==> config.mk <==
export PLATFORM = sky130hd
export DESIGN_NAME = t1_data_link_control
export DESIGN_NICKNAME = d
export VERILOG_FILES = /design/src/t1dl_pkg.sv /design/src/bom_validator.sv /design/src/t1_data_link_control.sv
export SDC_FILE = /design/constraint.sdc
export NUM_CORES = 1
export LEC_CHECK = 0
export ABC_CLOCK_PERIOD_IN_PS = 5090
export BUFFER_PORTS_ARGS = -buffer_cell sky130_fd_sc_hd__buf_4
export CAP_MARGIN = 20
export CORE_MARGIN = 10
export CORE_UTILIZATION = 45
export DETAILED_ROUTE_END_ITERATION = 7
export GPL_TIMING_DRIVEN = 0
export PLACE_DENSITY = 0.69
export SYNTH_ARGS = -nofsm -noshare
export SYNTH_HDL_FRONTEND = slang
export SYNTH_SLANG_ARGS = --single-unit
==> constraint.sdc <==
create_clock -name CLK -period 5.09 [get_ports CLK]
set_input_delay 0.509 -clock CLK [delete_from_list [all_inputs] [get_ports CLK]]
set_output_delay 0.509 -clock CLK [all_outputs]
set_load 0.02 [all_outputs]
==> src/t1dl_pkg.sv <==
package t1dl_pkg;

    // register indices; byte address on the bus is four times the index
    localparam logic [7:0] IDX_BOM_CTRL  = 8'h81;
    localparam logic [7:0] IDX_BOM_EVENT = 8'h82;
    localparam logic [7:0] IDX_BOM_CODE  = 8'h83;
    localparam logic [7:0] IDX_TX_EN     = 8'h84;
    localparam logic [7:0] IDX_TX2_MAP   = 8'h86;
    localparam logic [7:0] IDX_TX3_MAP   = 8'h87;
    localparam logic [7:0] IDX_TX2_MASK  = 8'h89;
    localparam logic [7:0] IDX_TX3_MASK  = 8'h8A;
    localparam logic [7:0] IDX_RX_EN     = 8'h8B;
    localparam logic [7:0] IDX_RX2_MAP   = 8'h8D;
    localparam logic [7:0] IDX_RX3_MAP   = 8'h8E;
    localparam logic [7:0] IDX_RX2_MASK  = 8'h90;
    localparam logic [7:0] IDX_RX3_MASK  = 8'h91;

    // slot units in order: tx2, tx3, rx2, rx3
    localparam int         UNITS = 4;
    localparam logic [7:0] MAP_IDX  [UNITS] = '{8'h86, 8'h87, 8'h8D, 8'h8E};
    localparam logic [7:0] MASK_IDX [UNITS] = '{8'h89, 8'h8A, 8'h90, 8'h91};

    // field positions
    localparam int VALSEL_BIT = 1;
    localparam int IRQEN_BIT  = 0;
    localparam int FLAG_BIT   = 0;
    localparam int EVEN_BIT   = 6;
    localparam int ODD_BIT    = 5;
    localparam int LINK1_BIT  = 0;
    localparam int LINK2_BIT  = 1;
    localparam int LINK3_BIT  = 2;

    // values after reset
    localparam logic [5:0] RST_CODE = 6'h3F;
    localparam logic [1:0] RST_CTRL = 2'h0;
    localparam logic [2:0] RST_EN   = 3'h0;
    localparam logic [6:0] RST_MAP  = 7'h00;
    localparam logic [7:0] RST_MASK = 8'h00;

    localparam logic [4:0] LAST_SLOT = 5'h17;
    localparam logic [2:0] LAST_LANE = 3'h7;

    // validation windows: receptions kept and agreements needed
    localparam int         HIST_DEPTH = 10;
    localparam logic [3:0] LONG_WIN   = 4'hA;
    localparam logic [3:0] LONG_THR   = 4'h8;
    localparam logic [3:0] SHORT_WIN  = 4'h5;
    localparam logic [3:0] SHORT_THR  = 4'h4;

endpackage : t1dl_pkg

==> src/bom_validator.sv <==
`timescale 1ns/10ps
module bom_validator (
    input  logic       clk,
    input  logic       rstn,
    input  logic       rx_valid,
    input  logic       rx_match,
    input  logic [5:0] rx_code,
    input  logic       esf,
    input  logic       validation_select,
    output logic       declare_o,
    output logic [5:0] code_o
);
    logic [5:0] hist_code_reg [t1dl_pkg::HIST_DEPTH];
    logic       hist_ok_reg   [t1dl_pkg::HIST_DEPTH];
    logic [5:0] last_reg;
    logic       decl_reg;
    logic [5:0] out_reg;
    logic       short_win;
    logic [3:0] win;
    logic [3:0] thr;
    logic [3:0] cnt;
    logic [t1dl_pkg::HIST_DEPTH-1:0] agree;
    logic       decl_next;

    // outside ESF the select is ignored and the long window holds [RULE3]
    assign short_win = esf & validation_select;
    assign win = short_win ? t1dl_pkg::SHORT_WIN : t1dl_pkg::LONG_WIN;
    assign thr = short_win ? t1dl_pkg::SHORT_THR : t1dl_pkg::LONG_THR;

    // slot 0 is the reception arriving now, the rest are older ones
    genvar g;
    generate
        for (g = 0; g < t1dl_pkg::HIST_DEPTH; g++) begin : g_agree
            if (g == 0) begin : g_new
                assign agree[g] = rx_match;
            end else begin : g_old
                assign agree[g] = rx_match & hist_ok_reg[g-1]
                                & (hist_code_reg[g-1] == rx_code);
            end
        end
    endgenerate

    always_comb begin
        cnt = 4'h0;
        for (int i = 0; i < t1dl_pkg::HIST_DEPTH; i++) begin
            if (4'(i) < win) begin
                cnt = cnt + {3'h0, agree[i]};
            end
        end
    end

    // 8 of 10 or 4 of 5, and a new code only [RULE1] [RULE2]
    assign decl_next = rx_valid & rx_match & (cnt >= thr)
                     & (rx_code != last_reg);

    always_ff @(posedge clk) begin
        if (!rstn) begin
            for (int i = 0; i < t1dl_pkg::HIST_DEPTH; i++) begin
                hist_code_reg[i] <= 6'h00;
                hist_ok_reg[i]   <= 1'b0;
            end
        end else if (rx_valid) begin
            hist_code_reg[0] <= rx_code;
            hist_ok_reg[0]   <= rx_match;
            for (int i = 1; i < t1dl_pkg::HIST_DEPTH; i++) begin
                hist_code_reg[i] <= hist_code_reg[i-1];
                hist_ok_reg[i]   <= hist_ok_reg[i-1];
            end
        end
    end

    // idle all-ones starts as the previous code so idle cannot declare until another code has been declared
    always_ff @(posedge clk) begin
        if (!rstn) begin
            last_reg <= t1dl_pkg::RST_CODE;
            decl_reg <= 1'b0;
            out_reg  <= t1dl_pkg::RST_CODE;
        end else begin
            decl_reg <= decl_next;
            if (decl_next) begin
                last_reg <= rx_code;
                out_reg  <= rx_code;
            end
        end
    end

    assign declare_o = decl_reg;
    assign code_o    = out_reg;
endmodule : bom_validator

==> src/t1_data_link_control.sv <==
// The Wishbone register port was decided locally.
`timescale 1ns/10ps
// Function
// RULE1: ESF default: 8 of 10 agree, new code
// RULE2: select set: 4 of 5 agree, new code
// RULE3: validation select counts only in ESF
// RULE4: irq follows flag while enable set
// RULE5: flag sets on code update, write-one clears
// RULE6: declared code loaded, field bit5 is LSB
// RULE7: senders 2,3 gated by their enable bits
// RULE8: sender 1 enable only in ESF/DM
// RULE9: receivers 2,3 gated by their enable bits
// RULE10: receiver 1 enable only in ESF/DM
// RULE11: senders insert in selected even/odd frames
// RULE12: sender slot binary, 0 is channel 1
// RULE13: sender inserts only at selected lanes
// RULE14: lane select bit 7 is first bit
// RULE15: receivers extract in selected even/odd frames
// RULE16: receiver slot binary, 0 is channel 1
// RULE17: receiver extracts at selected lanes, 7 first
// RULE18: slot above 23 selects no channel
module t1_data_link_control (
    input  logic        CLK,
    input  logic        RSTN,
    input  logic        WB_CYC_I,
    input  logic        WB_STB_I,
    input  logic        WB_WE_I,
    input  logic [9:0]  WB_ADR_I,
    input  logic [3:0]  WB_SEL_I,
    input  logic [31:0] WB_DAT_I,
    output logic [31:0] WB_DAT_O,
    output logic        WB_ACK_O,
    input  logic        ESF_FORMAT,
    input  logic        DM_FORMAT,
    input  logic        BOM_RX_VALID,
    input  logic        BOM_RX_MATCH,
    input  logic [5:0]  BOM_RX_CODE,
    output logic        MSG_IRQ,
    output logic [2:0]  TX_LINK_EN,
    output logic [2:0]  RX_LINK_EN,
    input  logic        LINE_BIT_VALID,
    input  logic [4:0]  LINE_CHANNEL,
    input  logic [2:0]  LINE_BIT_INDEX,
    input  logic        LINE_FRAME_ODD,
    input  logic        TX_LINE_BIT_I,
    input  logic        TX2_HDLC_BIT,
    input  logic        TX3_HDLC_BIT,
    input  logic        RX_LINE_BIT,
    output logic        TX_LINE_BIT_O,
    output logic        TX_LINE_VALID_O,
    output logic        TX2_BIT_TAKEN,
    output logic        TX3_BIT_TAKEN,
    output logic        RX2_BIT_VALID,
    output logic        RX3_BIT_VALID,
    output logic        RX_HDLC_BIT
);
    logic [1:0]  ctrl_reg;
    logic        flag_reg;
    logic        flag_next;
    logic [5:0]  code_reg;
    logic [2:0]  txen_reg;
    logic [2:0]  rxen_reg;
    logic [6:0]  map_reg  [t1dl_pkg::UNITS];
    logic [7:0]  mask_reg [t1dl_pkg::UNITS];
    logic        ack_reg;
    logic        ack_next;
    logic [31:0] dat_reg;
    logic [7:0]  rd_byte;
    logic [7:0]  idx;
    logic        wr_take;
    logic        flag_clr;
    logic        decl;
    logic [5:0]  decl_code;
    logic        fmt_dl;
    logic [2:0]  lane;
    logic [t1dl_pkg::UNITS-1:0] unit_en;
    logic [t1dl_pkg::UNITS-1:0] hit;
    logic [2:0]  tx_en_reg;
    logic [2:0]  rx_en_reg;
    logic        tx_bit_reg;
    logic        tx_val_reg;
    logic        tx2_take_reg;
    logic        tx3_take_reg;
    logic        rx2_val_reg;
    logic        rx3_val_reg;
    logic        rx_bit_reg;

    bom_validator u_validator (
        .clk               (CLK),
        .rstn              (RSTN),
        .rx_valid          (BOM_RX_VALID),
        .rx_match          (BOM_RX_MATCH),
        .rx_code           (BOM_RX_CODE),
        .esf               (ESF_FORMAT),
        .validation_select (ctrl_reg[t1dl_pkg::VALSEL_BIT]),
        .declare_o         (decl),
        .code_o            (decl_code)
    );

    // wishbone: ack one cycle after the strobe, writes land on the ack edge
    assign idx      = WB_ADR_I[9:2];
    assign ack_next = WB_CYC_I & WB_STB_I & ~ack_reg;
    assign wr_take  = WB_CYC_I & WB_STB_I & WB_WE_I & ack_reg & WB_SEL_I[0];

    always_ff @(posedge CLK) begin
        if (!RSTN) begin
            ack_reg <= 1'b0;
            dat_reg <= 32'h0000_0000;
        end else begin
            ack_reg <= ack_next;
            if (ack_next) begin
                dat_reg <= {24'h00_0000, rd_byte};
            end
        end
    end

    always_comb begin
        rd_byte = 8'h00;
        unique case (idx)
            t1dl_pkg::IDX_BOM_CTRL:  rd_byte = {6'h00, ctrl_reg};
            t1dl_pkg::IDX_BOM_EVENT: rd_byte = {7'h00, flag_reg};
            t1dl_pkg::IDX_BOM_CODE:  rd_byte = {2'h0, code_reg};
            t1dl_pkg::IDX_TX_EN:     rd_byte = {5'h00, txen_reg};
            t1dl_pkg::IDX_RX_EN:     rd_byte = {5'h00, rxen_reg};
            t1dl_pkg::IDX_TX2_MAP:   rd_byte = {1'b0, map_reg[0]};
            t1dl_pkg::IDX_TX3_MAP:   rd_byte = {1'b0, map_reg[1]};
            t1dl_pkg::IDX_RX2_MAP:   rd_byte = {1'b0, map_reg[2]};
            t1dl_pkg::IDX_RX3_MAP:   rd_byte = {1'b0, map_reg[3]};
            t1dl_pkg::IDX_TX2_MASK:  rd_byte = mask_reg[0];
            t1dl_pkg::IDX_TX3_MASK:  rd_byte = mask_reg[1];
            t1dl_pkg::IDX_RX2_MASK:  rd_byte = mask_reg[2];
            t1dl_pkg::IDX_RX3_MASK:  rd_byte = mask_reg[3];
            default:                 rd_byte = 8'h00;
        endcase
    end

    always_ff @(posedge CLK) begin
        if (!RSTN) begin
            ctrl_reg <= t1dl_pkg::RST_CTRL;
            txen_reg <= t1dl_pkg::RST_EN;
            rxen_reg <= t1dl_pkg::RST_EN;
        end else if (wr_take) begin
            if (idx == t1dl_pkg::IDX_BOM_CTRL) begin
                ctrl_reg <= WB_DAT_I[1:0];
            end
            if (idx == t1dl_pkg::IDX_TX_EN) begin
                txen_reg <= WB_DAT_I[2:0];
            end
            if (idx == t1dl_pkg::IDX_RX_EN) begin
                rxen_reg <= WB_DAT_I[2:0];
            end
        end
    end

    always_ff @(posedge CLK) begin
        if (!RSTN) begin
            for (int k = 0; k < t1dl_pkg::UNITS; k++) begin
                map_reg[k]  <= t1dl_pkg::RST_MAP;
                mask_reg[k] <= t1dl_pkg::RST_MASK;
            end
        end else if (wr_take) begin
            for (int k = 0; k < t1dl_pkg::UNITS; k++) begin
                if (idx == t1dl_pkg::MAP_IDX[k]) begin
                    map_reg[k] <= WB_DAT_I[6:0];
                end
                if (idx == t1dl_pkg::MASK_IDX[k]) begin
                    mask_reg[k] <= WB_DAT_I[7:0];
                end
            end
        end
    end

    // a new declaration in the clearing cycle keeps the flag set [RULE5]
    assign flag_clr  = wr_take & (idx == t1dl_pkg::IDX_BOM_EVENT)
                     & WB_DAT_I[t1dl_pkg::FLAG_BIT];
    assign flag_next = decl | (flag_reg & ~flag_clr);

    always_ff @(posedge CLK) begin
        if (!RSTN) begin
            flag_reg <= 1'b0;
        end else begin
            flag_reg <= flag_next; // [RULE5]
        end
    end

    // field bit 5 carries the message LSB, so the code is bit-reversed
    always_ff @(posedge CLK) begin
        if (!RSTN) begin
            code_reg <= t1dl_pkg::RST_CODE;
        end else if (decl) begin
            for (int i = 0; i < 6; i++) begin
                code_reg[i] <= decl_code[5-i]; // [RULE6]
            end
        end
    end

    assign MSG_IRQ = flag_reg & ctrl_reg[t1dl_pkg::IRQEN_BIT]; // [RULE4]

    // link 1 carries the data link only in ESF and DM [RULE8] [RULE10]
    assign fmt_dl = ESF_FORMAT | DM_FORMAT;

    always_ff @(posedge CLK) begin
        if (!RSTN) begin
            tx_en_reg <= t1dl_pkg::RST_EN;
            rx_en_reg <= t1dl_pkg::RST_EN;
        end else begin
            tx_en_reg <= {txen_reg[2:1], txen_reg[0] & fmt_dl}; // [RULE7] [RULE8]
            rx_en_reg <= {rxen_reg[2:1], rxen_reg[0] & fmt_dl}; // [RULE9] [RULE10]
        end
    end

    assign TX_LINK_EN = tx_en_reg;
    assign RX_LINK_EN = rx_en_reg;

    assign unit_en = {rxen_reg[t1dl_pkg::LINK3_BIT],
                      rxen_reg[t1dl_pkg::LINK2_BIT],
                      txen_reg[t1dl_pkg::LINK3_BIT],
                      txen_reg[t1dl_pkg::LINK2_BIT]};

    // index 0 is the first bit on the line, matched by lane select bit 7
    assign lane = t1dl_pkg::LAST_LANE - LINE_BIT_INDEX; // [RULE14] [RULE17]

    genvar g;
    generate
        for (g = 0; g < t1dl_pkg::UNITS; g++) begin : g_unit
            logic frame_ok;
            logic slot_ok;
            // with both frame selects clear nothing else is looked at
            assign frame_ok = LINE_FRAME_ODD ? map_reg[g][t1dl_pkg::ODD_BIT]
                                             : map_reg[g][t1dl_pkg::EVEN_BIT]; // [RULE11] [RULE15]
            assign slot_ok  = (map_reg[g][4:0] <= t1dl_pkg::LAST_SLOT)
                            & (map_reg[g][4:0] == LINE_CHANNEL); // [RULE12] [RULE16] [RULE18]
            assign hit[g]   = LINE_BIT_VALID & unit_en[g] & frame_ok
                            & slot_ok & mask_reg[g][lane]; // [RULE13] [RULE17]
        end
    endgenerate

    // sender 2 wins a lane claimed by both; software should not overlap them
    always_ff @(posedge CLK) begin
        if (!RSTN) begin
            tx_bit_reg   <= 1'b0;
            tx_val_reg   <= 1'b0;
            tx2_take_reg <= 1'b0;
            tx3_take_reg <= 1'b0;
        end else begin
            tx_val_reg   <= LINE_BIT_VALID;
            tx2_take_reg <= hit[0];
            tx3_take_reg <= hit[1] & ~hit[0];
            if (hit[0]) begin
                tx_bit_reg <= TX2_HDLC_BIT;
            end else if (hit[1]) begin
                tx_bit_reg <= TX3_HDLC_BIT;
            end else begin
                tx_bit_reg <= TX_LINE_BIT_I; // [RULE13]
            end
        end
    end

    always_ff @(posedge CLK) begin
        if (!RSTN) begin
            rx2_val_reg <= 1'b0;
            rx3_val_reg <= 1'b0;
            rx_bit_reg  <= 1'b0;
        end else begin
            rx2_val_reg <= hit[2];
            rx3_val_reg <= hit[3];
            if (LINE_BIT_VALID) begin
                rx_bit_reg <= RX_LINE_BIT;
            end
        end
    end

    assign WB_ACK_O        = ack_reg;
    assign WB_DAT_O        = dat_reg;
    assign TX_LINE_BIT_O   = tx_bit_reg;
    assign TX_LINE_VALID_O = tx_val_reg;
    assign TX2_BIT_TAKEN   = tx2_take_reg;
    assign TX3_BIT_TAKEN   = tx3_take_reg;
    assign RX2_BIT_VALID   = rx2_val_reg;
    assign RX3_BIT_VALID   = rx3_val_reg;
    assign RX_HDLC_BIT     = rx_bit_reg;
endmodule : t1_data_link_control

After elaboration in Yosys (flattened, before gate mapping)
Memories as Yosys holds them, arrays and structs flattened.
Index checks and enable logic that the tools add are counted.
- memory bits (read-only): 0
- flip-flop bits (word level): 44
- memories kept: 4
- bits of input ports: 75
- bits in writable memories: 130
- latch bits: 0
- word-level logic and storage cells: 256
- output and inout bits: 47
- memory list (name ; depth ; width ; rd ports ; clocked after Yosys merged registers in ; wr ports ; RTL line ; source):
    u_validator.hist_code_reg ; 10 ; 6 ; 9 ; 0 ; 10 ; bom_validator.sv:13 ; logic [5:0] hist_code_reg [t1dl_pkg::HIST_DEPTH];
    mask_reg ; 4 ; 8 ; 4 ; 0 ; 4 ; t1_data_link_control.sv:64 ; logic [7:0] mask_reg [t1dl_pkg::UNITS];
    map_reg ; 4 ; 7 ; 4 ; 0 ; 4 ; t1_data_link_control.sv:63 ; logic [6:0] map_reg [t1dl_pkg::UNITS];
    u_validator.hist_ok_reg ; 10 ; 1 ; 9 ; 0 ; 10 ; bom_validator.sv:14 ; logic hist_ok_reg [t1dl_pkg::HIST_DEPTH];
- multipliers: 0
- equal/unequal tests: 27
- reduce and logical (&&, ||, !) cells: 3
- divide/modulo/power cells: 0
- add/subtract/negate cells: 10
- multiplexer cells: 91
- shift-type cells: 0
- bitwise gates (word level): 87
- order comparisons: 16
- operators by type and width (operator ; number):
    8-bit equality test (second input constant) ; 13
    8-bit case mux with 13 select lines ; 1
    6-bit two-way mux ; 10
    1-bit two-way mux ; 57
    1-bit bitwise AND ; 54
    6-bit equality test ; 9
    4-bit two-way mux ; 11
    4-bit by 1-bit adder with 4-bit output ; 8
    8-bit two-way mux ; 4
    1-bit OR ; 30
    7-bit two-way mux ; 4
    5-bit equality test ; 4
    5-bit <= comparator (second input constant) ; 4
    3-bit by 4-bit < comparator with 1-bit output (first input constant) ; 4
    1-bit binary-select mux with 3-bit select ; 4
    1-bit by 4-bit < comparator with 1-bit output (first input constant) ; 2
    2-bit by 4-bit < comparator with 1-bit output (first input constant) ; 2
    4-bit < comparator (first input constant) ; 2
    6-bit inequality test ; 1
    2-bit AND reduction ; 3
    4-bit greater-or-equal comparator ; 1
    3-bit by 4-bit < comparator with 1-bit output (second input constant) ; 1
    1-bit NOT ; 3
    3-bit subtractor (first input constant) ; 1
    1-bit by 1-bit adder with 2-bit output ; 1

Longest topological paths before layout
Gate-level depths: netlist (run 1).
- word-level depth: 25
- mapped depth: 24
- depth with buffers taken out: 24

Cells and area by module
A second synthesis (run 1) with hierarchy kept.
- cells, all modules: 808
- area total of the unflattened synthesis: 9059.9 um^2
- modules (own cells, without submodules) (module ; sequential area each (um^2) ; area an instance (um^2) ; cells each ; times used):
    t1_data_link_control ; 2542.4 ; 5159.9 ; 483 ; 1
    bom_validator ; 2031.9 ; 3900.0 ; 325 ; 1

Worst setup path after synthesis (run 1)
No wires, ideal clock.
- path kind: input -> register
- start point: input port BOM_RX_CODE[1]
- end point: register u_validator.out_reg[0] (netlist: u_validator.code_o[0])
- stages: 23
- setup time: 72 ps
- required time: 5018 ps
- data arrival time: 5403 ps
- buffers on the path: 1
- path slack: -385 ps
- path through: buf_1 > xor2_1 > nor4_1 > nand4_1 > fa_1 > inv_1 > ha_1 > fa_1 > ha_1 > ha_1 > nand2_1 > nand2_1 > ha_1 > nand2_1 > nand2_1 > ha_1 > xor2_1 > xnor2_2 > nor3b_2 > xnor2_1 > xnor2_2 > mux2i_4 > mux2i_1
- word-level cells in the longest chain between the ends: 23
- elaborated cells between the ends (all ways): 40
- those cells by class: add/sub (9); order compare (1); eq/ne (10); mux (9); bitwise (11)
- ends and longest elaborated chain (item ; RTL line ; source):
    from (decl) ; t1_data_link_control.sv:37 ; input logic [5:0] BOM_RX_CODE,
    6-bit equality test ; bom_validator.sv:38 ; & (hist_code_reg[g-1] == rx_code);
    1-bit bitwise AND ; bom_validator.sv:38 ;
    1-bit by 1-bit adder with 2-bit output ; bom_validator.sv:47 ; cnt = cnt + {3'h0, agree[i]};
    4-bit two-way mux ; bom_validator.sv:46 ; if (4'(i) < win) begin
    4-bit by 1-bit adder with 4-bit output ; bom_validator.sv:47 ;
    4-bit two-way mux ; bom_validator.sv:46 ;
    4-bit by 1-bit adder with 4-bit output ; bom_validator.sv:47 ;
    4-bit two-way mux ; bom_validator.sv:46 ;
    (+7 left out) ; - ;
    4-bit two-way mux ; bom_validator.sv:46 ;
    4-bit by 1-bit adder with 4-bit output ; bom_validator.sv:47 ;
    4-bit two-way mux ; bom_validator.sv:46 ;
    4-bit by 1-bit adder with 4-bit output ; bom_validator.sv:47 ;
    4-bit two-way mux ; bom_validator.sv:46 ;
    4-bit greater-or-equal comparator ; bom_validator.sv:53 ; assign decl_next = rx_valid & rx_match & (cnt >= thr)
    1-bit bitwise AND ; bom_validator.sv:53 ;
    1-bit bitwise AND (*) ; bom_validator.sv:54 ; & (rx_code != last_reg);
    to (signal assigned) ; bom_validator.sv:77 ; out_reg <= t1dl_pkg::RST_CODE;
    to (signal assigned) ; bom_validator.sv:82 ; out_reg <= rx_code;
    to (decl) ; bom_validator.sv:17 ; logic [5:0] out_reg;
Mark *: on every way between the ends. The rest lies on a longest branch, timed or not.
A chain may end at the register's enable or synchronous reset.

==> summary.txt, run 1 <==
Clock network
  – Clk slew on worst S/H paths: roughly 0.06 ns
  – Clock sinks: 167
  – Longest Clk Path Bufs: 2
  – TritonCTS clock tree: yes
  – Clock Latency Late Sink: between 0.4 and 0.5 ns
  – TritonCTS buffer count: 17
  – Hold_buf cts: 0
  – Root buf cell: clkbuf_16
  – # H-tree levels: 4

Synth
  – Synth warnings: 0
  – Yosys reg bits: roughly 170
  – Async SR Flop Fraction: 0%
  – Area fraction of the dominant cell type after synthesis: about two fifths
  – EDFF count, synth: roughly 120
  – Syn Inst Count: between 800 and 900
  – Most common cell in the netlist: edfxtp_1
  – Synth unique cells: 56
  – Biggest area consumer among synthesized cells: edfxtp_1
  – Syn avg cell area: 11.2 µm²
  – Cell Area, Synth: 0.00900 mm²
  – Top FF cell, synth: edfxtp_1
  – Top cells by area, synth: edfxtp_1 (41%), dfxtp_1 (9.8%), mux2i_1 (5.6%), and2_1 (5.1%), xnor2_1 (4.7%)
  – List of most frequent post-synthesis cells: edfxtp_1 (123), and2_1 (73), and3_1 (66), mux2i_1 (50), xnor2_1 (48)
  – Post-synthesis sequential area ratio: between 50% and 60%

GRT
  – Largest net degree at the start of global routing: 64
  – Gr usage total: between 10% and 20%
  – Vias in the first global route: roughly 6,500
  – Initial antenna violation count: 1
  – First-pass GRT wire length: 36,800 µm
  – Global route overflow: 0

Worst hold path
  – Min-delay worst type: in -> reg
  – Hold wc startpoint: RX_LINE_BIT

Floorplanning
  – Site Rows: 51
  – Die X: 161 µm
  – Initial Utilization: 46.0%
  – Top-level port count: around 120
  – Core area: about 0.020 mm²
  – Die ar.: ~0.026 mm²
  – Die outline height: around 160 µm

Route
  – Drt drc: 0
  – Via count: ~6,500
  – DR WL/cell: slightly below 20 µm
  – Drt first-iter violations: 466
  – First-pass DRT Iterations: 5
  – Post-DRT Antenna Nets: 0
  – Final WL: around 24,000 µm
  – Drt via density: between 5 and 6

STA
  – Final setup margin: -0.0388 ns
  – Final period utilization: 101%
  – Setup-failing EPs final: 6
  – Final min period: 5.13 ns
  – Unrepaired setup endpoints after global routing: true
  – Post-route setup TNS: -0.181 ns
  – Slew Limit Fails: 0
  – Slew @ Worst Pin: 1.07 ns
  – Max frequency: roughly 190 MHz
  – Worst Skew: roughly 0.011 ns
  – Final hold violation count: 0
  – Rel. slew slack: 28.1%

Placed design
  – IO buf count: between 60 and 70
  – Post-DP HPWL: approximately 18,000 µm
  – Pre-CTS WS: -0.697 ns
  – GP Congestion: between 0.9 and 1
  – Inst Count DP: ~1,200

Layout
  – Layout cells sized above 1: between 10% and 20%
  – Non-Filler Instances: between 1,000 and 1,500
  – Layout Nets: 1,004
  – Max FFs per register: 54
  – Area of the multi-input gates: approximately 0.0043 mm²
  – FILL cells: approximately 1,700
  – Register Area: about 0.0046 mm²
  – Layout area overhead: 18.2%
  – Antenna diode count: 0

Power
  – Maximum VDD drop: around 0.23 mV
  – P_sw: ~780 µW
  – Comb power frac: 10.1%
  – Leakage Power: 0.00429 µW
  – Pwr Total: approximately 3000 µW
  – Power per cell area: 287 mW/mm²
  – Clock share of power: about two fifths
  – Switching share of power: between 20% and 30%
  – Sequential share of power: 50.5%
  – P_int: between 2000 and 2500 µW

Setup path
  – CP Class: reg -> reg
  – Max FO, Critical Path: 7
  – Crit path capture type: flop
  – Buf/Inv on CP: 3
  – Cell family with most CP delay: adder cells
  – Worst path cell trace: xor2_1 -> nor4_2 -> and4_4 -> inv_2 -> fa_1 -> inv_2 -> ha_4 -> fa_2 -> ha_4 -> ha_4 -> nand2_2 -> nand2_2 -> ha_4 -> nand2_2 -> nand2_2 -> ha_4 -> xor2_2 -> xnor2_2 -> nor3b_2 -> xnor2_1 -> xnor2_2 -> mux2i_4 -> buf_12 -> mux2i_1
  – WP data arrival: around 5.5 ns
  – RR Startpoint: u_validator.hist_code_reg[0][1]
  – Worst setup SP type: flop
  – CP dominant cell by count: ha_4
  – Worst setup path startpoint: u_validator.hist_code_reg[0][1]
  – Critical Path RT: approximately 5.4 ns
  – Slowest cell delay on critical path: between 0.5 and 0.6 ns
  – CP max stage cell: fa_2

Status
  – Run status: finished, violations left
  – Violated checks: setup timing

Flow run
  – Max-cap violations: 0
[per-layer routing]
metal  wire (µm)  global-route usage (%)  vias to the layer above
li1            -                       -                     3055
met1       10200                    23.2                     3142
met2       11000                    28.4                      255
met3        1920                    5.26                       46
met4         573                    6.53                        2
met5          13                       0                        -
[kinds of logic (layout without fill, tap and decap cells)]
group / after synthesis / in the layout / synth area share [%]
simple gates: 315 / 315 / 19.9
flops: 167 / 167 / 50.8
xor+xnor: 87 / 87 / 8.81
buf+inv: 79 / 180 / 4.31
compound gates: 70 / 70 / 5.03
mux: 65 / 65 / 8.56
fa+ha+maj: 17 / 17 / 2.53
other cells: 1 / 24 / 0.0416
[worst min-delay path: stages]
cell	delay, ns
buf_4	0.08
mux2i_1	0.05
nor2b_1	0.10
[path summary, 6_finish.rpt]
| check | endpoint | slack, ns | cells after the start |
|---|---|---|---|
| min reg2reg | code_reg[3] | 0.48 | 2 |
| max | u_validator.code_o[0] | -0.04 | 24 |
| min | RX_HDLC_BIT | 0.36 | 3 |
| max reg2reg | u_validator.code_o[0] | -0.04 | 24 |
[repair_timing]
| action | in CTS | in global routing |
|---|---|---|
| pin swaps | 16 | 2 |
| setup buffers | 4 | 0 |
| resized for setup | 14 | 5 |
| setup endpoints to repair | 7 | 7 |
[power by group through the flow]
stage / sequential [µW] / clock, µW / combinational [µW]
6_report: 1540 / 1210 / 307
5_1_grt: 1550 / 1280 / 332
4_1_cts: 1540 / 1220 / 304
3_5_place_dp: 1570 / 0 / 299
3_3_place_gp: 1570 / 0 / 295
2_1_floorplan: 1570 / 0 / 195
[cell type report]
type / count / area share, %
sequential: 167 / 43.0
multi-input combinational: 578 / 40.1
timing repair buffer: 69 / 4.89
clock buffer: 17 / 4.00
buffer: 72 / 3.50
tap: 265 / 3.12
clock inverter: 15 / 1.12
inverter: 7 / 0.247
[per-stage QoR]
| step | hold slack (ns) | utilization (%) | instance area, µm² |
|---|---|---|---|
| floorplan | 0.417 | - | 9150 |
| global placement | 0.460 | 50.7 | 9940 |
| detailed placement | 0.467 | 50.9 | 9960 |
| CTS | 0.341 | 54.2 | 10600 |
| global route | 0.367 | 54.3 | 10600 |
| finish | 0.356 | 54.3 | 10600 |
[cells in the final DEF (no fill, tap or decap), drive strengths merged, types with 4 or more instances in the layout]
cell and n:
nor3b 4, nor2 27, nand2 39, conb 24, ha 15, and2 73, dfxtp 44, edfxtp 123
a31oi 10, o22ai 7, nand3 27, xnor2 50, clkinv 6, and3 66, nand4 8, mux4 8
nand3b 6, nor3 11, inv 14, mux2 6, o21ai 22, mux2i 51, a21o 4, buf 104
xor2 36, o21a 5, nor2b 30, a21oi 6, clkbuf 54, nor4 11
Power figures use the tool's default switching activity.
==> run 2, diff against run 1 <==
- ABC_CLOCK_PERIOD_IN_PS: 5090 -> 6040
- HOLD_SLACK_MARGIN: unset -> 0.12
- PLACE_DENSITY: 0.69 -> 0.67
- clock period: 5.09 -> 6.04 ns (I/O delays scaled with it)
==> run 2 against run 1 <==
Compared with the run above:
- the flow now finishes without violations
- count of clock-buffer cells in the layout up 1
- total power down 13%
- routed wire length up 1.3%
- design area down 1.5%
- worst hold slack better by 0.091 ns
- cell count down 0.67%
- die area unchanged
- register-to-register slack better by 0.51 ns
- largest power group unchanged
- highest routed layer is now met4
==> summary.txt, run 2 (synthesis gave the netlist of run 1 again) <==
Power
  – Leakage Power: 0.00426 µW
  – Power per cell area: between 200 and 300 mW/mm²
  – Pwr Total: roughly 2700 µW
  – Maximum VDD drop: around 0.21 mV

Floorplanning
  – Top-level port count: 122
  – Initial Utilization: 46.0%
  – Die X: around 160 µm
  – Die ar.: between 0.02 and 0.03 mm²
  – Core area: 0.0196 mm²
  – Die outline height: roughly 160 µm
  – Site Rows: between 50 and 60

Setup path
  – RR Startpoint: u_validator.hist_code_reg[0][3]
  – Worst setup SP type: input port
  – WP data arrival: 6.02 ns
  – CP Class: in -> reg
  – Critical Path RT: 6.40 ns
  – Crit path capture type: flop
  – R2R Path End: u_validator.code_o[4]
  – Reg2Reg Depth: 23
  – Max FO, Critical Path: 10
  – R2R setup slack: around 0.47 ns

Worst hold path
  – Min-Delay Path Depth: 3
  – Hold Path End: rxen_reg[1]
  – Min-delay worst type: in -> reg
  – Hold wc startpoint: WB_DAT_I[1]

Placed design
  – GP Congestion: about 0.96
  – Post-DP HPWL: roughly 18,000 µm
  – IO buf count: between 60 and 70

Route
  – First-pass DRT Iterations: 5
  – Drt via density: 5.42
  – Final WL: 24,000 µm
  – Post-DRT Antenna Nets: 0
  – Drt drc: 0
  – Drt first-iter violations: 537
  – Via count: 6,401
  – DR WL/cell: slightly above 20 µm

STA
  – Slew Limit Fails: 0
  – Post-route setup TNS: 0 ns
  – Slew @ Worst Pin: around 1.1 ns
  – Worst Skew: around 0.0085 ns
  – Setup-failing EPs final: 0
  – Final period utilization: approximately 94%
  – Final hold violation count: 0
  – Rel. slew slack: 29.2%
  – Max frequency: ~180 MHz
  – Worst hold slack: 0.447 ns
  – Final min period: between 5 and 6 ns
  – Unrepaired setup endpoints after global routing: false

Clock network
  – TritonCTS buffer count: 17
  – Clock Latency Late Sink: 0.43 ns
  – Root buf cell: clkbuf_16
  – Longest Clk Path Bufs: 2
  – # H-tree levels: 4
  – Clock sinks: about 170
  – TritonCTS clock tree: yes
  – Clk slew on worst S/H paths: around 0.070 ns
  – Hold_buf cts: 0

Layout
  – Register Area: approximately 0.0046 mm²
  – FILL cells: roughly 1,700
  – Max FFs per register: between 50 and 60
  – Layout Nets: just under 1,000
  – Layout area overhead: 16.4%
  – Post-layout util: roughly 54%
  – Commonest non-fill, non-tap cell in the layout: edfxtp_1
  – Area of the multi-input gates: a little over 0.004 mm²
  – Most frequent cells in the layout: edfxtp_1 (123), buf_4 (85), and2_1 (73), and3_1 (66), mux2i_1 (50)
  – Layout cells sized above 1: 15.7%

GRT
  – Global route overflow: 0
  – Largest net degree at the start of global routing: 64
  – Vias in the first global route: between 6,000 and 7,000
  – Gr usage total: 18.3%
  – Initial antenna violation count: 0
  – First-pass GRT wire length: ~37,000 µm

Flow run
  – Max-cap violations: 0

Status
  – Run status: finished clean
[run 2: how the worst max path moves through the flow]
stage / from / to / slack, ns
after CTS: BOM_RX_CODE[0] / u_validator.code_o[4] / 0.08
after floorplan: BOM_RX_CODE[1] / u_validator.code_o[0] / 0.47
after global placement: BOM_RX_CODE[1] / u_validator.code_o[1] / -0.41
after global routing: BOM_RX_CODE[5] / u_validator.code_o[5] / 0.01
final: BOM_RX_CODE[5] / u_validator.code_o[4] / 0.38
after detailed placement: BOM_RX_CODE[1] / u_validator.code_o[2] / -0.44
[run 2: repair_timing]
item / 4_1_cts / 5_1_grt
buffers inserted: 0 / 0
pin swaps: 0 / 0
resized for setup: 0 / 0
gates cloned: 0 / 0
endpoints found under the setup margin: 6 / 7
[run 2: metrics by stage]
step                      instances  worst slack, ns  instance area (µm²)
final                          1182            0.384                10500
after global routing           1181           0.0126                10500
after CTS                      1184           0.0776                10500
after detailed placement       1153           -0.437                 9900
after global placement         1150           -0.408                 9880
after floorplan                 824            0.470                 9090
[run 2: critical path, cell delays in order]
cell	delay, ns
buf_4	0.11
buf_1	0.58
xnor2_1	0.19
nand4_1	0.18
fa_1	0.54
inv_1	0.04
ha_1	0.19
fa_1	0.46
ha_1	0.36
ha_1	0.33
nand2_1	0.07
nand2_1	0.06
ha_1	0.33
nand2_1	0.07
nand2_1	0.06
ha_1	0.20
xor2_1	0.16
xnor2_2	0.16
nor3b_2	0.26
xnor2_1	0.19
xnor2_2	0.17
mux2i_4	0.46
mux2i_1	0.22
[run 2: area by class of cell]
cell class	count	share of cell area [%]
Multi-Input combinational cell	578	39.4
Tap cell	265	3.16
Buffer	67	3.27
Clock inverter	14	1.56
Clock buffer	18	4.09
Timing Repair Buffer	65	4.56
Inverter	7	0.251
Antenna cell	1	0.0239
Sequential cell	167	43.6
[run 2: per-layer routing]
metal,wire length (µm),part of all wire [%],global-route usage [%]
met5,0,0,0
met3,1730,7.2,4.14
met4,417,1.7,5.58
met1,10800,45,24.9
met2,11100,46,28.4
[run 2: power by group]
| group | leakage (µW) | switching [µW] | internal, µW |
|---|---|---|---|
| registers | 0.00168 | 26.7 | 1270 |
| clock network | 0.000288 | 492 | 622 |
| logic | 0.00230 | 152 | 102 |
